<file path="config.mk">
export PLATFORM = sky130hd
export DESIGN_NAME = adc_seq_ctrl
export DESIGN_NICKNAME = d
export VERILOG_FILES = /design/src/logic/adc_ctrl_pkg.sv /design/src/logic/adc_seq_ctrl.sv /design/src/logic/conv_prescaler.sv /design/src/logic/sel_holder.sv
export SDC_FILE = /design/constraint.sdc
export NUM_CORES = 1
export LEC_CHECK = 0
export BUFFER_PORTS_ARGS = -buffer_cell sky130_fd_sc_hd__buf_2
export CAP_MARGIN = 30
export CORE_UTILIZATION = 35
export DETAILED_ROUTE_END_ITERATION = 8
export PLACE_DENSITY_LB_ADDON = 0.1
export SLEW_MARGIN = 0
export SYNTH_ARGS = -nofsm -noshare
export SYNTH_HDL_FRONTEND = slang
export SYNTH_SLANG_ARGS = --single-unit
</file>
<file path="constraint.sdc">
create_clock -name i_mclk -period 2.75 [get_ports i_mclk]
set_input_delay 0.55 -clock i_mclk [delete_from_list [all_inputs] [get_ports i_mclk]]
set_output_delay 0.55 -clock i_mclk [all_outputs]
set_load 0.05 [all_outputs]
</file>
<file path="src/logic/adc_ctrl_pkg.sv">
// constants, types and register map of the converter control block
// assumes a 32-bit apb master and one 200 mhz clock
`default_nettype none
package adc_ctrl_pkg;
  localparam int unsigned CLK_MHZ = 200;
  localparam logic [11:0] OFF_CTRL = 12'h000;
  localparam logic [11:0] OFF_SEL = 12'h004;
  localparam logic [11:0] OFF_STAT = 12'h008;
  localparam logic [11:0] OFF_RESULT = 12'h00C;
  localparam int ON_BIT = 0;
  localparam int START_BIT = 1;
  localparam int AUTO_BIT = 2;
  localparam int FREE_BIT = 3;
  localparam int DONE_BIT = 4;
  localparam int IE_BIT = 5;
  localparam int PS_LSB = 8;
  localparam int PS_W = 3;
  localparam int CH_LSB = 0;
  localparam int CH_W = 5;
  localparam int REF_LSB = 8;
  localparam int REF_W = 2;
  localparam int RES_W = 10;
  localparam int VALID_BIT = 16;
  localparam logic [4:0] LEN_EXT = 5'h19;
  localparam logic [4:0] LEN_NORM = 5'h0D;
  localparam logic [4:0] LEN_SYNC = 5'h0E;
  localparam logic [4:0] SH_EXT = 5'h0D;
  localparam logic [4:0] SH_NORM = 5'h01;
  localparam logic [4:0] SH_SYNC = 5'h02;
  localparam logic [4:0] ONE5 = 5'h01;
  localparam logic [4:0] TWO5 = 5'h02;
  localparam logic [9:0] RESULT_MAX = 10'h3FF;
  localparam logic [7:0] DIV_BASE = 8'h02;
  localparam logic [31:0] ZERO32 = 32'h0000_0000;
  typedef enum logic [1:0] {
    REF_EXT_PIN = 2'h0,
    REF_ANALOG_SUPPLY = 2'h1,
    REF_INTERNAL_2V56 = 2'h3
  } ref_t;
  typedef enum logic [2:0] {
    SLEEP_IDLE = 3'h0,
    SLEEP_NOISE = 3'h1,
    SLEEP_POWER_DOWN = 3'h2,
    SLEEP_POWER_SAVE = 3'h3,
    SLEEP_STANDBY = 3'h6
  } sleep_mode_t;
  typedef enum logic [2:0] {
    ST_IDLE = 3'b001,
    ST_ALIGN = 3'b010,
    ST_CONV = 3'b100
  } conv_state_t;
  typedef struct packed {
    logic [CH_W-1:0] channel_select_bits;
    logic [REF_W-1:0] reference_select_bits;
  } sel_t;
endpackage : adc_ctrl_pkg
`default_nettype wire

</file>
<file path="src/logic/adc_seq_ctrl.sv">
// sequencing and selection control of a 10-bit sar converter, apb slave
// assumes the analog front end returns its raw code at conversion end
// Function
// - differential conversions align to a clock at half the converter rate
// - user start with half-rate clock low takes 13 converter cycles
// - user start with half-rate clock high takes 14 converter cycles
// - free running restarts at once; automatic differential restarts take 14 cycles
// - auto-triggered differential conversion is marked invalid, except the extended first one after enable
// - temporary selection is copied to active selection until a start
// - active selection freezes during the conversion
// - copying resumes in the last converter cycle before completion
// - free running channel change affects only conversions after the next
// - reference is analog supply, internal 2.56 V or external pin
// - single-ended overrange saturates at 0x3FF without wrapping
// - idle or noise sleep starts a conversion once the cpu halts
// - completion request wakes the cpu from noise-reduction sleep
// - completion request is raised even if the cpu woke earlier
// - other sleep modes leave the converter enable untouched
// - first conversion after enable is extended, 25 converter cycles
// - start bit stays set while converting, cleared by hardware at end
// - auto-trigger rising edge resets prescaler and starts a conversion
//
// Our own choices: register access over APB and the placing of the registers.
`default_nettype none
module adc_seq_ctrl import adc_ctrl_pkg::*; (
  input wire logic i_mclk,
  input wire logic i_rst_n,
  input wire logic i_ce,
  input wire logic i_psel,
  input wire logic i_penable,
  input wire logic i_pwrite,
  input wire logic [11:0] i_paddr,
  input wire logic [31:0] i_pwdata,
  input wire logic [3:0] i_pstrb,
  output logic o_pready,
  output logic [31:0] o_prdata,
  output logic o_pslverr,
  input wire logic i_trigger,
  input wire logic i_cpu_halted,
  input wire logic [2:0] i_sleep_mode,
  input wire logic [RES_W:0] i_fe_result,
  output logic o_conv_tick,
  output logic o_half_rate_conv_clock,
  output sel_t o_active_sel,
  output logic o_gain_stage_on,
  output logic o_sample_hold,
  output logic o_busy,
  output logic o_conv_irq
);
  logic rst_meta;
  logic rst_n;
  logic converter_on;
  logic conv_start_bit;
  logic auto_trigger_on;
  logic free_run;
  logic conv_done_flag;
  logic done_ie;
  logic [PS_W-1:0] ps;
  sel_t temp_sel;
  logic [RES_W-1:0] result;
  logic result_valid;
  logic run_valid;
  logic first_pend;
  logic user_pend;
  logic trig_q;
  logic halted_q;
  logic lock;
  logic [4:0] cnt;
  logic [4:0] conv_len;
  logic [4:0] sh_at;
  conv_state_t state;
  logic tick;
  logic half;
  logic diff;
  logic wr_acc;
  logic rd_acc;
  logic complete;
  logic free_again;
  logic trig_start;
  logic sleep_start;
  logic sleep_ok;

  always_ff @(posedge i_mclk or negedge i_rst_n) begin
    if (!i_rst_n) begin
      rst_meta <= 1'b0;
      rst_n <= 1'b0;
    end else begin
      rst_meta <= 1'b1;
      rst_n <= rst_meta;
    end
  end

  conv_prescaler u_presc (
    .i_mclk(i_mclk),
    .i_rst_n(rst_n),
    .i_ce(i_ce),
    .i_run(converter_on),
    .i_restart(trig_start),
    .i_ps(ps),
    .o_tick(tick),
    .o_half_rate_conv_clock(half)
  );

  sel_holder u_sel (
    .i_mclk(i_mclk),
    .i_rst_n(rst_n),
    .i_ce(i_ce),
    .i_on(converter_on),
    .i_lock(lock),
    .i_temp(temp_sel),
    .o_active(o_active_sel),
    .o_diff(diff)
  );

  assign wr_acc = i_psel && i_penable && o_pready && i_pwrite;
  assign rd_acc = i_psel && i_penable && !i_pwrite;
  assign complete = (state == ST_CONV) && tick && (cnt == conv_len - ONE5);
  assign free_again = complete && auto_trigger_on && free_run;
  // edges during a conversion or with the flag still set are ignored
  assign trig_start = converter_on && auto_trigger_on && !free_run && i_trigger && !trig_q
                      && (state == ST_IDLE) && !conv_done_flag;
  // other sleep modes are not recognised here, so enable is left alone
  assign sleep_ok = (i_sleep_mode == SLEEP_IDLE) || (i_sleep_mode == SLEEP_NOISE);
  assign sleep_start = converter_on && (state == ST_IDLE) && !conv_start_bit && !auto_trigger_on
                       && done_ie && sleep_ok && i_cpu_halted && !halted_q;

  always_ff @(posedge i_mclk or negedge rst_n) begin
    if (!rst_n) begin
      trig_q <= 1'b0;
      halted_q <= 1'b0;
    end else if (i_ce) begin
      trig_q <= i_trigger;
      halted_q <= i_cpu_halted;
    end
  end

  // apb: one wait state, so pready and prdata come from flops
  always_ff @(posedge i_mclk or negedge rst_n) begin
    if (!rst_n) begin
      o_pready <= 1'b0;
      o_prdata <= ZERO32;
      o_pslverr <= 1'b0;
    end else if (i_ce) begin
      o_pready <= i_psel && i_penable && !o_pready;
      o_pslverr <= 1'b0;
      if (i_psel && i_penable && !o_pready) begin
        o_prdata <= ZERO32;
        if (i_paddr == OFF_CTRL) begin
          o_prdata[ON_BIT] <= converter_on;
          o_prdata[START_BIT] <= conv_start_bit;
          o_prdata[AUTO_BIT] <= auto_trigger_on;
          o_prdata[FREE_BIT] <= free_run;
          o_prdata[DONE_BIT] <= conv_done_flag;
          o_prdata[IE_BIT] <= done_ie;
          o_prdata[PS_LSB +: PS_W] <= ps;
        end else if (i_paddr == OFF_SEL) begin
          o_prdata[CH_LSB +: CH_W] <= temp_sel.channel_select_bits;
          o_prdata[REF_LSB +: REF_W] <= temp_sel.reference_select_bits;
        end else if (i_paddr == OFF_STAT) begin
          o_prdata[CH_LSB +: CH_W] <= o_active_sel.channel_select_bits;
          o_prdata[REF_LSB +: REF_W] <= o_active_sel.reference_select_bits;
          o_prdata[VALID_BIT +: 3] <= state;
        end else if (i_paddr == OFF_RESULT) begin
          o_prdata[RES_W-1:0] <= result;
          o_prdata[VALID_BIT] <= result_valid;
        end else begin
          o_pslverr <= 1'b1;
        end
      end
    end
  end

  // control register; set by hardware wins over a software clear
  always_ff @(posedge i_mclk or negedge rst_n) begin
    if (!rst_n) begin
      converter_on <= 1'b0;
      auto_trigger_on <= 1'b0;
      free_run <= 1'b0;
      done_ie <= 1'b0;
      ps <= '0;
      temp_sel <= '0;
    end else if (i_ce && wr_acc && i_pstrb[0] && (i_paddr == OFF_CTRL)) begin
      converter_on <= i_pwdata[ON_BIT];
      auto_trigger_on <= i_pwdata[AUTO_BIT];
      free_run <= i_pwdata[FREE_BIT];
      done_ie <= i_pwdata[IE_BIT];
    end else if (i_ce && wr_acc && i_pstrb[1] && (i_paddr == OFF_CTRL)) begin
      ps <= i_pwdata[PS_LSB +: PS_W];
    end else if (i_ce && wr_acc && (i_paddr == OFF_SEL)) begin
      // reserved reference code falls back to the external pin
      if (i_pstrb[0]) begin
        temp_sel.channel_select_bits <= i_pwdata[CH_LSB +: CH_W];
      end
      if (i_pstrb[1]) begin
        if (i_pwdata[REF_LSB +: REF_W] == 2'h2) begin
          temp_sel.reference_select_bits <= REF_EXT_PIN;
        end else begin
          temp_sel.reference_select_bits <= i_pwdata[REF_LSB +: REF_W];
        end
      end
    end
  end

  always_ff @(posedge i_mclk or negedge rst_n) begin
    if (!rst_n) begin
      conv_done_flag <= 1'b0;
    end else if (i_ce) begin
      if (complete) begin
        conv_done_flag <= 1'b1;
      end else if (wr_acc && i_pstrb[0] && (i_paddr == OFF_CTRL) && i_pwdata[DONE_BIT]) begin
        conv_done_flag <= 1'b0;
      end
    end
  end

  // extended conversion owed after every off-to-on of the enable
  always_ff @(posedge i_mclk or negedge rst_n) begin
    if (!rst_n) begin
      first_pend <= 1'b0;
    end else if (i_ce) begin
      if (!converter_on) begin
        first_pend <= 1'b1;
      end else if ((state == ST_ALIGN && tick) || trig_start) begin
        first_pend <= 1'b0;
      end
    end
  end

  // start bit: write of one, trigger or sleep sets it; end of a single clears it
  always_ff @(posedge i_mclk or negedge rst_n) begin
    if (!rst_n) begin
      conv_start_bit <= 1'b0;
      user_pend <= 1'b0;
    end else if (i_ce) begin
      if (!converter_on) begin
        conv_start_bit <= 1'b0;
        user_pend <= 1'b0;
      end else if (trig_start || sleep_start) begin
        conv_start_bit <= 1'b1;
        user_pend <= sleep_start;
      end else if (wr_acc && i_pstrb[0] && (i_paddr == OFF_CTRL) && i_pwdata[START_BIT] && !conv_start_bit) begin
        conv_start_bit <= 1'b1;
        user_pend <= 1'b1;
      end else if (complete && !free_again) begin
        conv_start_bit <= 1'b0;
      end else if (state == ST_ALIGN) begin
        user_pend <= 1'b0;
      end
    end
  end

  // sequencer
  always_ff @(posedge i_mclk or negedge rst_n) begin
    if (!rst_n) begin
      state <= ST_IDLE;
      cnt <= 5'h00;
      conv_len <= LEN_NORM;
      sh_at <= SH_NORM;
      lock <= 1'b0;
      run_valid <= 1'b1;
    end else if (i_ce) begin
      case (state)
        ST_IDLE: begin
          lock <= 1'b0;
          if (trig_start) begin
            // prescaler restarts, so the gain stage had no steady clock
            state <= ST_CONV;
            cnt <= 5'h00;
            lock <= 1'b1;
            conv_len <= first_pend ? LEN_EXT : LEN_NORM;
            sh_at <= first_pend ? SH_EXT : SH_SYNC;
            run_valid <= first_pend || !diff;
          end else if (user_pend && converter_on) begin
            state <= ST_ALIGN;
          end
        end
        ST_ALIGN: begin
          if (!converter_on) begin
            state <= ST_IDLE;
          end else if (tick) begin
            state <= ST_CONV;
            cnt <= 5'h00;
            lock <= 1'b1;
            run_valid <= 1'b1;
            if (first_pend) begin
              conv_len <= LEN_EXT;
              sh_at <= SH_EXT;
            end else if (diff && half) begin
              conv_len <= LEN_SYNC;
              sh_at <= SH_SYNC;
            end else begin
              conv_len <= LEN_NORM;
              sh_at <= SH_NORM;
            end
          end
        end
        ST_CONV: begin
          if (!converter_on) begin
            state <= ST_IDLE;
            lock <= 1'b0;
          end else if (free_again) begin
            // next run locks the selection copied during the last cycle
            cnt <= 5'h00;
            lock <= 1'b1;
            conv_len <= diff ? LEN_SYNC : LEN_NORM;
            sh_at <= diff ? SH_SYNC : SH_NORM;
            run_valid <= 1'b1;
          end else if (complete) begin
            state <= ST_IDLE;
          end else if (tick) begin
            cnt <= cnt + ONE5;
            if (cnt == conv_len - TWO5) begin
              lock <= 1'b0;
            end
          end
        end
        default: begin
          state <= ST_IDLE;
        end
      endcase
    end
  end

  // result capture; single-ended overrange clamps instead of wrapping
  always_ff @(posedge i_mclk or negedge rst_n) begin
    if (!rst_n) begin
      result <= '0;
      result_valid <= 1'b0;
    end else if (i_ce && complete) begin
      if (!diff && i_fe_result[RES_W]) begin
        result <= RESULT_MAX;
      end else begin
        result <= i_fe_result[RES_W-1:0];
      end
      result_valid <= run_valid;
    end
  end

  always_ff @(posedge i_mclk or negedge rst_n) begin
    if (!rst_n) begin
      o_conv_tick <= 1'b0;
      o_half_rate_conv_clock <= 1'b0;
      o_gain_stage_on <= 1'b0;
      o_sample_hold <= 1'b0;
      o_busy <= 1'b0;
      o_conv_irq <= 1'b0;
    end else if (i_ce) begin
      o_conv_tick <= tick;
      o_half_rate_conv_clock <= half;
      o_gain_stage_on <= converter_on && diff;
      o_sample_hold <= (state == ST_CONV) && tick && (cnt == sh_at);
      o_busy <= conv_start_bit;
      // level request held until the flag is cleared, whatever woke the cpu
      o_conv_irq <= conv_done_flag && done_ie;
    end
  end
endmodule : adc_seq_ctrl
`default_nettype wire

</file>
<file path="src/logic/conv_prescaler.sv">
// converter clock prescaler with half-rate phase
// assumes run and restart come from logic on i_mclk
`default_nettype none
module conv_prescaler import adc_ctrl_pkg::*; (
  input wire logic i_mclk,
  input wire logic i_rst_n,
  input wire logic i_ce,
  input wire logic i_run,
  input wire logic i_restart,
  input wire logic [PS_W-1:0] i_ps,
  output logic o_tick,
  output logic o_half_rate_conv_clock
);
  logic [7:0] cnt;
  logic [7:0] div_last;
  assign div_last = (DIV_BASE << i_ps) - 8'h01;

  // held in reset while off or on a trigger, so lengths stay deterministic
  always_ff @(posedge i_mclk or negedge i_rst_n) begin
    if (!i_rst_n) begin
      cnt <= 8'h00;
      o_tick <= 1'b0;
      o_half_rate_conv_clock <= 1'b0;
    end else if (i_ce) begin
      if (!i_run || i_restart) begin
        cnt <= 8'h00;
        o_tick <= 1'b0;
        o_half_rate_conv_clock <= 1'b0;
      end else if (cnt >= div_last) begin
        cnt <= 8'h00;
        o_tick <= 1'b1;
        o_half_rate_conv_clock <= ~o_half_rate_conv_clock;
      end else begin
        cnt <= cnt + 8'h01;
        o_tick <= 1'b0;
      end
    end
  end
endmodule : conv_prescaler
`default_nettype wire

</file>
<file path="src/logic/sel_holder.sv">
// active channel and reference selection behind the temporary register
// assumes lock is driven by the conversion sequencer on the same clock
`default_nettype none
module sel_holder import adc_ctrl_pkg::*; (
  input wire logic i_mclk,
  input wire logic i_rst_n,
  input wire logic i_ce,
  input wire logic i_on,
  input wire logic i_lock,
  input wire sel_t i_temp,
  output sel_t o_active,
  output logic o_diff
);
  // copies continuously while unlocked; selection is dead while off
  always_ff @(posedge i_mclk or negedge i_rst_n) begin
    if (!i_rst_n) begin
      o_active <= '0;
      o_diff <= 1'b0;
    end else if (i_ce && i_on && !i_lock) begin
      o_active <= i_temp;
      o_diff <= |i_temp.channel_select_bits[CH_W-1:CH_W-2];
    end
  end
endmodule : sel_holder
`default_nettype wire

</file>
==> results of run 1 <==
-- cell type report --
cell class              instances  share of cell area (%)
clock inverters                 6                    1.16
multi-input cells             348                    42.2
flip-flops and latches         89                    38.5
well taps                     176                    3.79
repair buffers                 92                    9.17
inverters                      17                    1.10
clock buffers                  10                    4.11
-- synth_stat cells (8+ instances only) --
cell	n	area share, %
a22o_1	12	2.2
mux2_1	8	1.9
o21ai_0	30	3.1
nand3_1	17	1.8
dfrtp_1	84	44
inv_1	17	1.3
a21oi_1	26	2.7
clkbuf_1	16	1.2
nand2_1	35	2.7
nor2_1	43	3.3
buf_4	18	2.8
mux2_2	25	5.8
xnor2_1	8	1.5
ha_1	13	3.4
-- where the power goes --
| group | switching, uW | total, uW | internal, uW | leakage [uW] |
|---|---|---|---|---|
| clock network | 528 | 1260 | 730 | 0.000145 |
| logic | 176 | 267 | 91.4 | 0.00139 |
| registers | 36.0 | 1380 | 1340 | 0.00118 |
-- sequential cells by signal, summed over array words and instances, names as in the netlist, 5 cells and up --
signal          cells
result             10
o_prdata           14
u_presc.cnt         8
cnt                 5
u_sel.o_active      7
temp_sel            7
-- routing by layer --
layer	up-vias	global-route usage (%)	part of all wire [%]	wire length [um]
met4	0	4.92	1.0	121
met1	1897	25.2	49	5880
met3	10	4.60	3.9	471
met5	-	0	0	0
li1	1828	-	-	-
met2	79	27.0	46	5540
-- worst min path at each step --
| stage | start | endpoint | slack [ns] | cells past startpoint |
|---|---|---|---|---|
| final | rst_n$_DFF_PN0_ | temp_sel[4]$_DFFE_PN0P_ | 0.30 | 0 |
| after global routing | rst_n$_DFF_PN0_ | result[2]$_DFFE_PN0P_ | 0.37 | 0 |
| after CTS | rst_n$_DFF_PN0_ | temp_sel[5]$_DFFE_PN0P_ | 0.33 | 0 |
| after detailed placement | rst_n$_DFF_PN0_ | temp_sel[5]$_DFFE_PN0P_ | 0.33 | 0 |
| after global placement | rst_n$_DFF_PN0_ | temp_sel[5]$_DFFE_PN0P_ | 0.33 | 0 |
| after floorplan | i_rst_n | rst_meta$_DFF_PN0_ | 0.25 | 0 |
-- logic make-up after synthesis --
kind of cell / count (synthesis)
AOI/OAI and AO/OA: 117
buffers and inverters: 60
other: 2
xor gates and xnor gates: 15
adders and majority gates: 13
and+or+nand+nor: 145
DFF: 89
muxes: 39
-- layout by cell type, fill, tap and decap left out, types with 3 or more instances in the layout --
master     count
buf_4         16
xor2_1         6
o31ai_1        4
o211ai_1       4
nor3_4         3
dfrtp_1       83
nand3_1       17
a21o_1         4
nand4_1        3
nor2b_1        6
inv_1         17
buf_2         72
mux2_2        25
nand2b_1       7
dfstp_2        5
and2_1         3
nor2_1        41
o21ai_0       27
ha_1          11
mux2_1         8
and3_1         7
nor2_2         3
clkbuf_16      9
a22oi_1        7
mux2i_1        4
nand2_1       33
a21oi_1       24
a22o_1        12
conb_1        19
xnor2_1        8
o21ai_1        9
-- repair_timing --
item / 4_1_cts / 5_1_grt
resized for setup: 5 / 15
pin swaps: 3 / 9
setup endpoints to repair: 8 / 10
hold buffers: 1 / 0
setup buffers: 0 / 1
hold endpoints to repair: 2 / 0
-- stage by stage --
step	worst slack, ns	hold WS (ns)
finish	0.000330	0.304
global route	-0.187	0.367
CTS	-0.0429	0.331
detailed placement	-0.0936	0.326
global placement	-0.0476	0.330
floorplan	-0.215	0.254
==> results_dict.tcl, run 1 <==
set metrics [dict create \
    drtIter0Drc 196 \
    clock-sinks 89 \
    multi_input_area_um2 2450 \
    synth_area_per_cell_um2 10.1 \
    p_total_uw 2910 \
    drv_slew 0 \
    ys_types 66 \
    crit_family "simple AND/OR/NAND/NOR gates" \
    initial_utilization_pct 36.2 \
    tritoncts "built" \
    r2r_end "u_presc.cnt[7]$_DFFE_PN0P_" \
    grt_pass1_vias 3760 \
    register_area_um2 2240 \
    path_cells "or3_4 -> ha_4 -> buf_6 -> xor2_1 -> nor2_1 -> a21oi_2 -> ha_1 -> nand2_1 -> a21oi_1 -> a221o_1 -> nor2_2 -> nand2_2 -> o31ai_2" \
    fin_crit_ns 2.75 \
    ir_drop_mv 0.387 \
    nets 640 \
    core_um2 13300 \
    status "completed" \
    hpwlAfterDp_um 8790 \
    synthArstFlopShare_pct 100 \
    placed_area_um2 5400 \
    postSynth.topFlopCell "dfrtp_1" \
    critPathMaxStageDelay_ns 0.40 \
    ys_seq_area_share_pct 46.2 \
    rr_startpoint "ps[1]$_DFFE_PN0P_" \
    synth_compound_area_share_pct 16.6 \
    hold_viol 0 \
    crit_type "reg -> reg" \
    synth_top_family_by_area "compound AO/OA/AOI/OAI gates" \
    routed_wl_um 12000 \
    ys_warn_count 0 \
    postRouteAntennaNets 0 \
    slowest_stage "dfrtp_1" \
    cts_made_buffers 9 \
    required_ns 3.01 \
    htreeDepth 3 \
    gp_congestion 0.785 \
    dpl.cell_count 720 \
    fmax_mhz 364 \
    wl_per_cell_um 16.3 \
    ff2ff_setup_slack_ns 0.0003 \
    synth-xor-area-share_pct 2.88 \
    worst_slew_pin_slew_ns 0.684 \
    die_area_um2 14300 \
    fin_worst_skew_ns 0.0106 \
    worstSkewPairLatency_ns 0.35 \
    die_w_um 119 \
    fill_cells 1314 \
    synthCells 480 \
    final_layout_size_suffix_gt1_share_pct 29.7 \
    yosys.area_share.simple_pct 15.2 \
    period_share_pct 100 \
    crit_buf_inv 1 \
    cp.arrival_ns 3.01 \
    clk_pin_slew_ns 0.07 \
    cts_buffer_depth 2 \
    area_growth_pct 20.4 \
    ioPinCount 117 \
    tns_ns 0 \
    slew_headroom_pct 54.3 \
    syn_area_um2 4830 \
    synth_edf_count 0 \
    ys_ff_latch 89 \
    port_buffers 72 \
    vias_per_cell 5.17 \
    dr.pass1.iters 4 \
    p_leak_uw 0.00271 \
    end_kind "register" \
    worstSetupStartpoint "ps[1]$_DFFE_PN0P_" \
    power.density_nw_per_um2 500 \
    final_util_pct 43.6 \
    fin_area_um2 5820 \
    rows 42 \
    cp-start-kind "register" \
    ff2ff_path_depth 13 \
    hp-class "reg -> async" \
    final-setup-viol-count 0 \
    cp_num_cells 13 \
    die_h_um 119 \
    dr_total_vias 3814 \
    cts_root_buf "clkbuf_16" \
    grt_max_degree 51 \
    synthAdderAreaFrac_pct 3.37 \
    setup.worst_path.end "u_presc.cnt[7]$_DFFE_PN0P_" \
    grt_pass1_wl_um 19800 \
    rsz0062_at_grt "yes" \
    maxCapViolCount 0 \
    synth_mux_area_share_pct 9.15 \
    antenna_found_initial 0 \
    crit_fanout 6 \
    post-route-drc-count 0 \
    stdcell_count 738 \
    num_antenna_cells 0 \
    grt_util_all_layers_pct 17.9 \
    grt_overflow 0 \
]
(Power assumes the default switching activity.)
==> run 2: changes to the inputs <==
- CELL_PAD_IN_SITES_DETAIL_PLACEMENT: not set -> 1
- CELL_PAD_IN_SITES_GLOBAL_PLACEMENT: not set -> 2
- CORE_UTILIZATION: 35 -> 30
==> run 2 against run 1 <==
The run now ends with setup timing left. Total power shrank 2.9%. Fmax fell by 0.86%. Flip-flop and latch count unchanged. Die area up 16%.
==> results_dict.tcl, run 2 (synthesis gave the netlist of run 1 again) <==
set metrics [dict create \
    area_growth_pct 20.4 \
    drtIter0Drc 89 \
    worstSkewPairLatency_ns 0.35 \
    reg.largest.list "o_prdata x14, result x10, u_presc.cnt x8" \
    hold_viol 0 \
    required_ns 3.01 \
    fin_worst_skew_ns 0.00718 \
    num_antenna_cells 0 \
    antenna_found_initial 0 \
    tritoncts "built" \
    post-route-drc-count 0 \
    crit_type "reg -> reg" \
    ioPinCount 117 \
    status "complete, but fails checks" \
    grt_util_all_layers_pct 17.9 \
    ir_drop_mv 0.248 \
    rows 46 \
    clk_pin_slew_ns 0.07 \
    dr.pass1.iters 4 \
    core_um2 15800 \
    r2r_end "u_presc.cnt[7]$_DFFE_PN0P_" \
    die_area_um2 16600 \
    fin_crit_ns 2.77 \
    htreeDepth 3 \
    grt_pass1_wl_um 22300 \
    register_area_um2 2240 \
    grt_pass1_vias 4047 \
    stdcell_count 779 \
    final-setup-viol-count 2 \
    cp-start-kind "register" \
    postRouteAntennaNets 0 \
    hpwlAfterDp_um 9950 \
    fmax_mhz 361 \
    drv_slew 0 \
    failed_checks "setup timing" \
    largest_reg_flops 14 \
    wl_per_cell_um 17.4 \
    die_w_um 129 \
    maxCapViolCount 0 \
    grt_max_degree 56 \
    setup_ws_ns -0.0235 \
    fill_cells 1832 \
    holdWs_ns 0.291 \
    die_h_um 129 \
    final_util_pct 36.7 \
    routed_wl_um 13500 \
    initial_utilization_pct 30.5 \
    p_leak_uw 0.00269 \
    port_buffers 72 \
    cts_root_buf "clkbuf_16" \
    ff2ff_setup_slack_ns -0.02 \
    dpl.cell_count 762 \
    largest_register "o_prdata" \
    period_share_pct 101 \
    multi_input_area_um2 2430 \
    ff2ff_path_depth 13 \
    gp_congestion 0.783 \
    rr_startpoint "ps[2]$_DFFE_PN0P_" \
    slew_headroom_pct 55.1 \
    final_cell_mix "dfrtp_1 (83), buf_2 (72), nor2_1 (41)" \
    clock-sinks 89 \
    hp-class "reg -> async" \
    grt_overflow 0 \
    cp.arrival_ns 3.03 \
    nets 642 \
    layout_commonest_cell "dfrtp_1" \
    cts_made_buffers 9 \
    dr_total_vias 3807 \
    power.density_nw_per_um2 485 \
    end_kind "register" \
    vias_per_cell 4.89 \
    crit_fanout 6 \
    final_layout_size_suffix_gt1_share_pct 29.5 \
    cts_buffer_depth 2 \
    worst_slew_pin_slew_ns 0.672 \
    rsz0062_at_grt "yes" \
]
-- run 2: power breakdown --
group / internal [uW] / switching [uW]
registers: 1340 / 35.9
logic: 93.3 / 181
clock network: 635 / 534
total: 2070 / 750
-- run 2: stage by stage --
step                worst slack, ns  area, um^2  total power (uW)  setup TNS (ns)
global placement            -0.0816        5470              1680          -0.250
detailed placement           -0.132        5470              1680          -0.774
global route                 -0.211        5820              2940           -1.57
CTS                         -0.0708        5790              2870         -0.0923
finish                      -0.0235        5820              2820         -0.0252
floorplan                    -0.215        4940              1600           -1.15
-- run 2: worst max path at each step --
stage                                 start  slack (ns)                    endpoint  cells past startpoint
after floorplan           ps[0]$_DFFE_PN0P_       -0.21  u_presc.cnt[7]$_DFFE_PN0P_                     14
after CTS                 ps[0]$_DFFE_PN0P_       -0.07  u_presc.cnt[7]$_DFFE_PN0P_                     12
final                     ps[2]$_DFFE_PN0P_       -0.02  u_presc.cnt[7]$_DFFE_PN0P_                     13
after detailed placement  ps[2]$_DFFE_PN0P_       -0.13  u_presc.cnt[7]$_DFFE_PN0P_                     12
after global routing      ps[2]$_DFFE_PN0P_       -0.21  u_presc.cnt[7]$_DFFE_PN0P_                     13
after global placement    ps[2]$_DFFE_PN0P_       -0.08  u_presc.cnt[7]$_DFFE_PN0P_                     12
-- run 2: area by class of cell --
class                      instances  area share [%]
tap                              216            4.65
inverter                          17            1.10
timing repair buffer              94            9.36
clock inverter                     4           0.516
multi-input combinational        348            41.7
clock buffer                      11            4.17
sequential                        89            38.5
-- run 2: repair_timing --
action | 4_1_cts | 5_1_grt
pin swaps | 8 | 8
endpoints found under the setup margin | 9 | 10
resized for setup | 8 | 7
hold endpoints to repair | 2 | 0
hold buffers | 1 | 0
setup buffers | 1 | 0
-- run 2: critical path, stage by stage, from the launching register on --
cell and delay [ns]:
dfrtp_1 0.38, or3_4 0.41, ha_4 0.18, buf_6 0.12, xor2_1 0.13, nor2_1 0.13
a21oi_2 0.05, ha_1 0.28, nand2_1 0.08, a21oi_2 0.03, a221o_1 0.39, nor2_2 0.17
nand2_2 0.13, o31ai_2 0.19
-- run 2: per-layer routing --
layer	global-route usage, %	share of wire, %	wire length [um]
met5	0	0	0
met2	28.5	47	6320
met4	4.98	0.49	67
met3	3.66	4.3	584
met1	24.6	49	6580
==> run 3: changes to the inputs <==
- TNS_END_PERCENT: not set -> 50
==> run 3 against run 2 <==
The run still ends with setup timing left. Critical path depth grew 1. Fmax down 1.5%. Largest power group unchanged. Combinational power about the same. Final area grew 1.9%. Clock power increased by 3%. Count of clock-buffer cells in the layout increased by 1. Routed wire length rose by 1.3%. Setup slack worse by 0.043 ns. Highest routed layer unchanged. Hold slack improved by 0.058 ns. Utilization is 0.69 points higher.
==> results_dict.tcl, run 3 (synthesis gave the netlist of run 1 again) <==
set metrics [dict create \
    status "complete, but fails checks" \
    failed_checks "setup timing" \
    wl_per_cell_um 17.5 \
    largest_register "o_prdata" \
    antenna_found_initial 0 \
    p_leak_uw 0.00275 \
    htreeDepth 3 \
    crit_type "reg -> reg" \
    crit_family "simple AND/OR/NAND/NOR gates" \
    grt_max_degree 45 \
    port_buffers 72 \
    cp_num_cells 14 \
    dp_slack_ns -0.177 \
    die_h_um 129 \
    clock-sinks 89 \
    ir_drop_mv 0.307 \
    final_cell_mix "dfrtp_1 (83), buf_2 (72), nor2_1 (41)" \
    layout_commonest_cell "dfrtp_1" \
    ioPinCount 117 \
    final_layout_size_suffix_gt1_share_pct 30.9 \
    end_kind "register" \
    core_um2 15800 \
    grt_util_all_layers_pct 17.6 \
    fin_worst_skew_ns 0.00914 \
    crit_buf_inv 2 \
    crit_fanout 5 \
    worst_slew_pin_slew_ns 0.730 \
    dr_total_vias 3843 \
    holdPathStages 0 \
    cp.arrival_ns 3.07 \
    reg.largest.list "o_prdata x14, result x10, u_presc.cnt x8" \
    critPathMaxStageDelay_ns 0.41 \
    worstSkewPairLatency_ns 0.35 \
    placed_area_um2 5480 \
    cp-start-kind "register" \
    gp_congestion 0.775 \
    grt_overflow 0 \
    setup_ws_ns -0.0667 \
    fin_area_um2 5920 \
    drtIter0Drc 157 \
    grt_pass1_vias 4043 \
    path_cells "or3_4 -> ha_4 -> buf_6 -> xor2_1 -> nor2_1 -> a21oi_2 -> ha_1 -> nand2_1 -> a21oi_1 -> a221o_1 -> buf_6 -> nor3b_2 -> o21ai_0 -> o31ai_1" \
    rows 46 \
    initial_utilization_pct 30.5 \
    tritoncts "built" \
    area_growth_pct 22.7 \
    cp_common_cell "buf_6" \
    required_ns 3.00 \
    die_w_um 129 \
    period_share_pct 102 \
    fin_crit_ns 2.82 \
    fmax_mhz 355 \
    cts_made_buffers 9 \
    nets 647 \
    final_util_pct 37.4 \
    rsz0062_at_grt "yes" \
    clk_pin_slew_ns 0.06 \
    hp-class "reg -> reg" \
    num_antenna_cells 0 \
    cts_buffer_depth 2 \
    slew_headroom_pct 51.2 \
    vias_per_cell 4.90 \
    slowest_stage "or3_4" \
    ff2ff_path_depth 14 \
    largest_reg_flops 14 \
    routed_wl_um 13700 \
    die_area_um2 16600 \
    hold_viol 0 \
    power.density_nw_per_um2 484 \
    final-setup-viol-count 6 \
    postRouteAntennaNets 0 \
    cts_root_buf "clkbuf_16" \
    maxCapViolCount 0 \
    grt_pass1_wl_um 22300 \
    dr.pass1.iters 4 \
    drv_slew 0 \
    hpwlAfterDp_um 10000 \
    post-route-drc-count 0 \
]
## run 3: cell types whose count changed in the layout (fill, tap and decap cells not counted), sizes merged
cell,change
buf,+5
clkbuf,+1
## run 3: per-layer routing
metal  GRT usage (%)  vias up  wire length (um)
met5               0        -                 0
met4            6.23        0               195
met3            2.54       12               456
met2            28.6       72              6420
met1            24.0     1917              6650
li1                -     1842                 -
## run 3: worst paths after layout
kind                                    startpoint                         end  slack (ns)
worst max-delay path             ps[2]$_DFFE_PN0P_  u_presc.cnt[7]$_DFFE_PN0P_       -0.07
worst min-delay path            rst_meta$_DFF_PN0_             rst_n$_DFF_PN0_        0.35
worst max register to register   ps[2]$_DFFE_PN0P_  u_presc.cnt[7]$_DFFE_PN0P_       -0.07
worst min register to register  rst_meta$_DFF_PN0_             rst_n$_DFF_PN0_        0.35
max in group asynchronous          rst_n$_DFF_PN0_        state[0]$_DFFE_PN1P_        1.66
min in group asynchronous          rst_n$_DFF_PN0_    u_sel.o_diff$_DFFE_PN0P_        0.36
## run 3: what timing repair did
item                                   4_1_cts  5_1_grt
endpoints found under the hold margin        2        0
cloned                                       0        0
hold buffers                                 1        0
pin swaps                                   11       12
setup endpoints to repair                   10       10
gates resized for setup                     15       12
setup buffers                                2        2
## run 3: final cells by class
class                      count  area, um^2
fill                        1803        9900
multi-input combinational    348        2470
sequential                    89        2240
timing repair buffer          99         589
tap                          216         270
clock buffer                  12         267
inverter                      17        66.3
clock inverter                 4        26.3
## run 3: through the flow
step	hold WS, ns	power, uW	std cells	setup TNS [ns]
floorplan	0.254	1600	497	-1.19
global route	0.366	2980	785	-1.36
global placement	0.335	1680	764	-0.536
detailed placement	0.336	1680	764	-1.16
finish	0.349	2870	785	-0.110
CTS	0.352	2910	783	-0.207
## run 3: report_power, final
part | total, uW | switching [uW] | leakage, uW | internal, uW
combinational | 272 | 179 | 0.00142 | 93.1
sequential | 1380 | 39.4 | 0.00118 | 1340
clock | 1210 | 526 | 0.000145 | 685
total | 2870 | 745 | 0.00275 | 2120
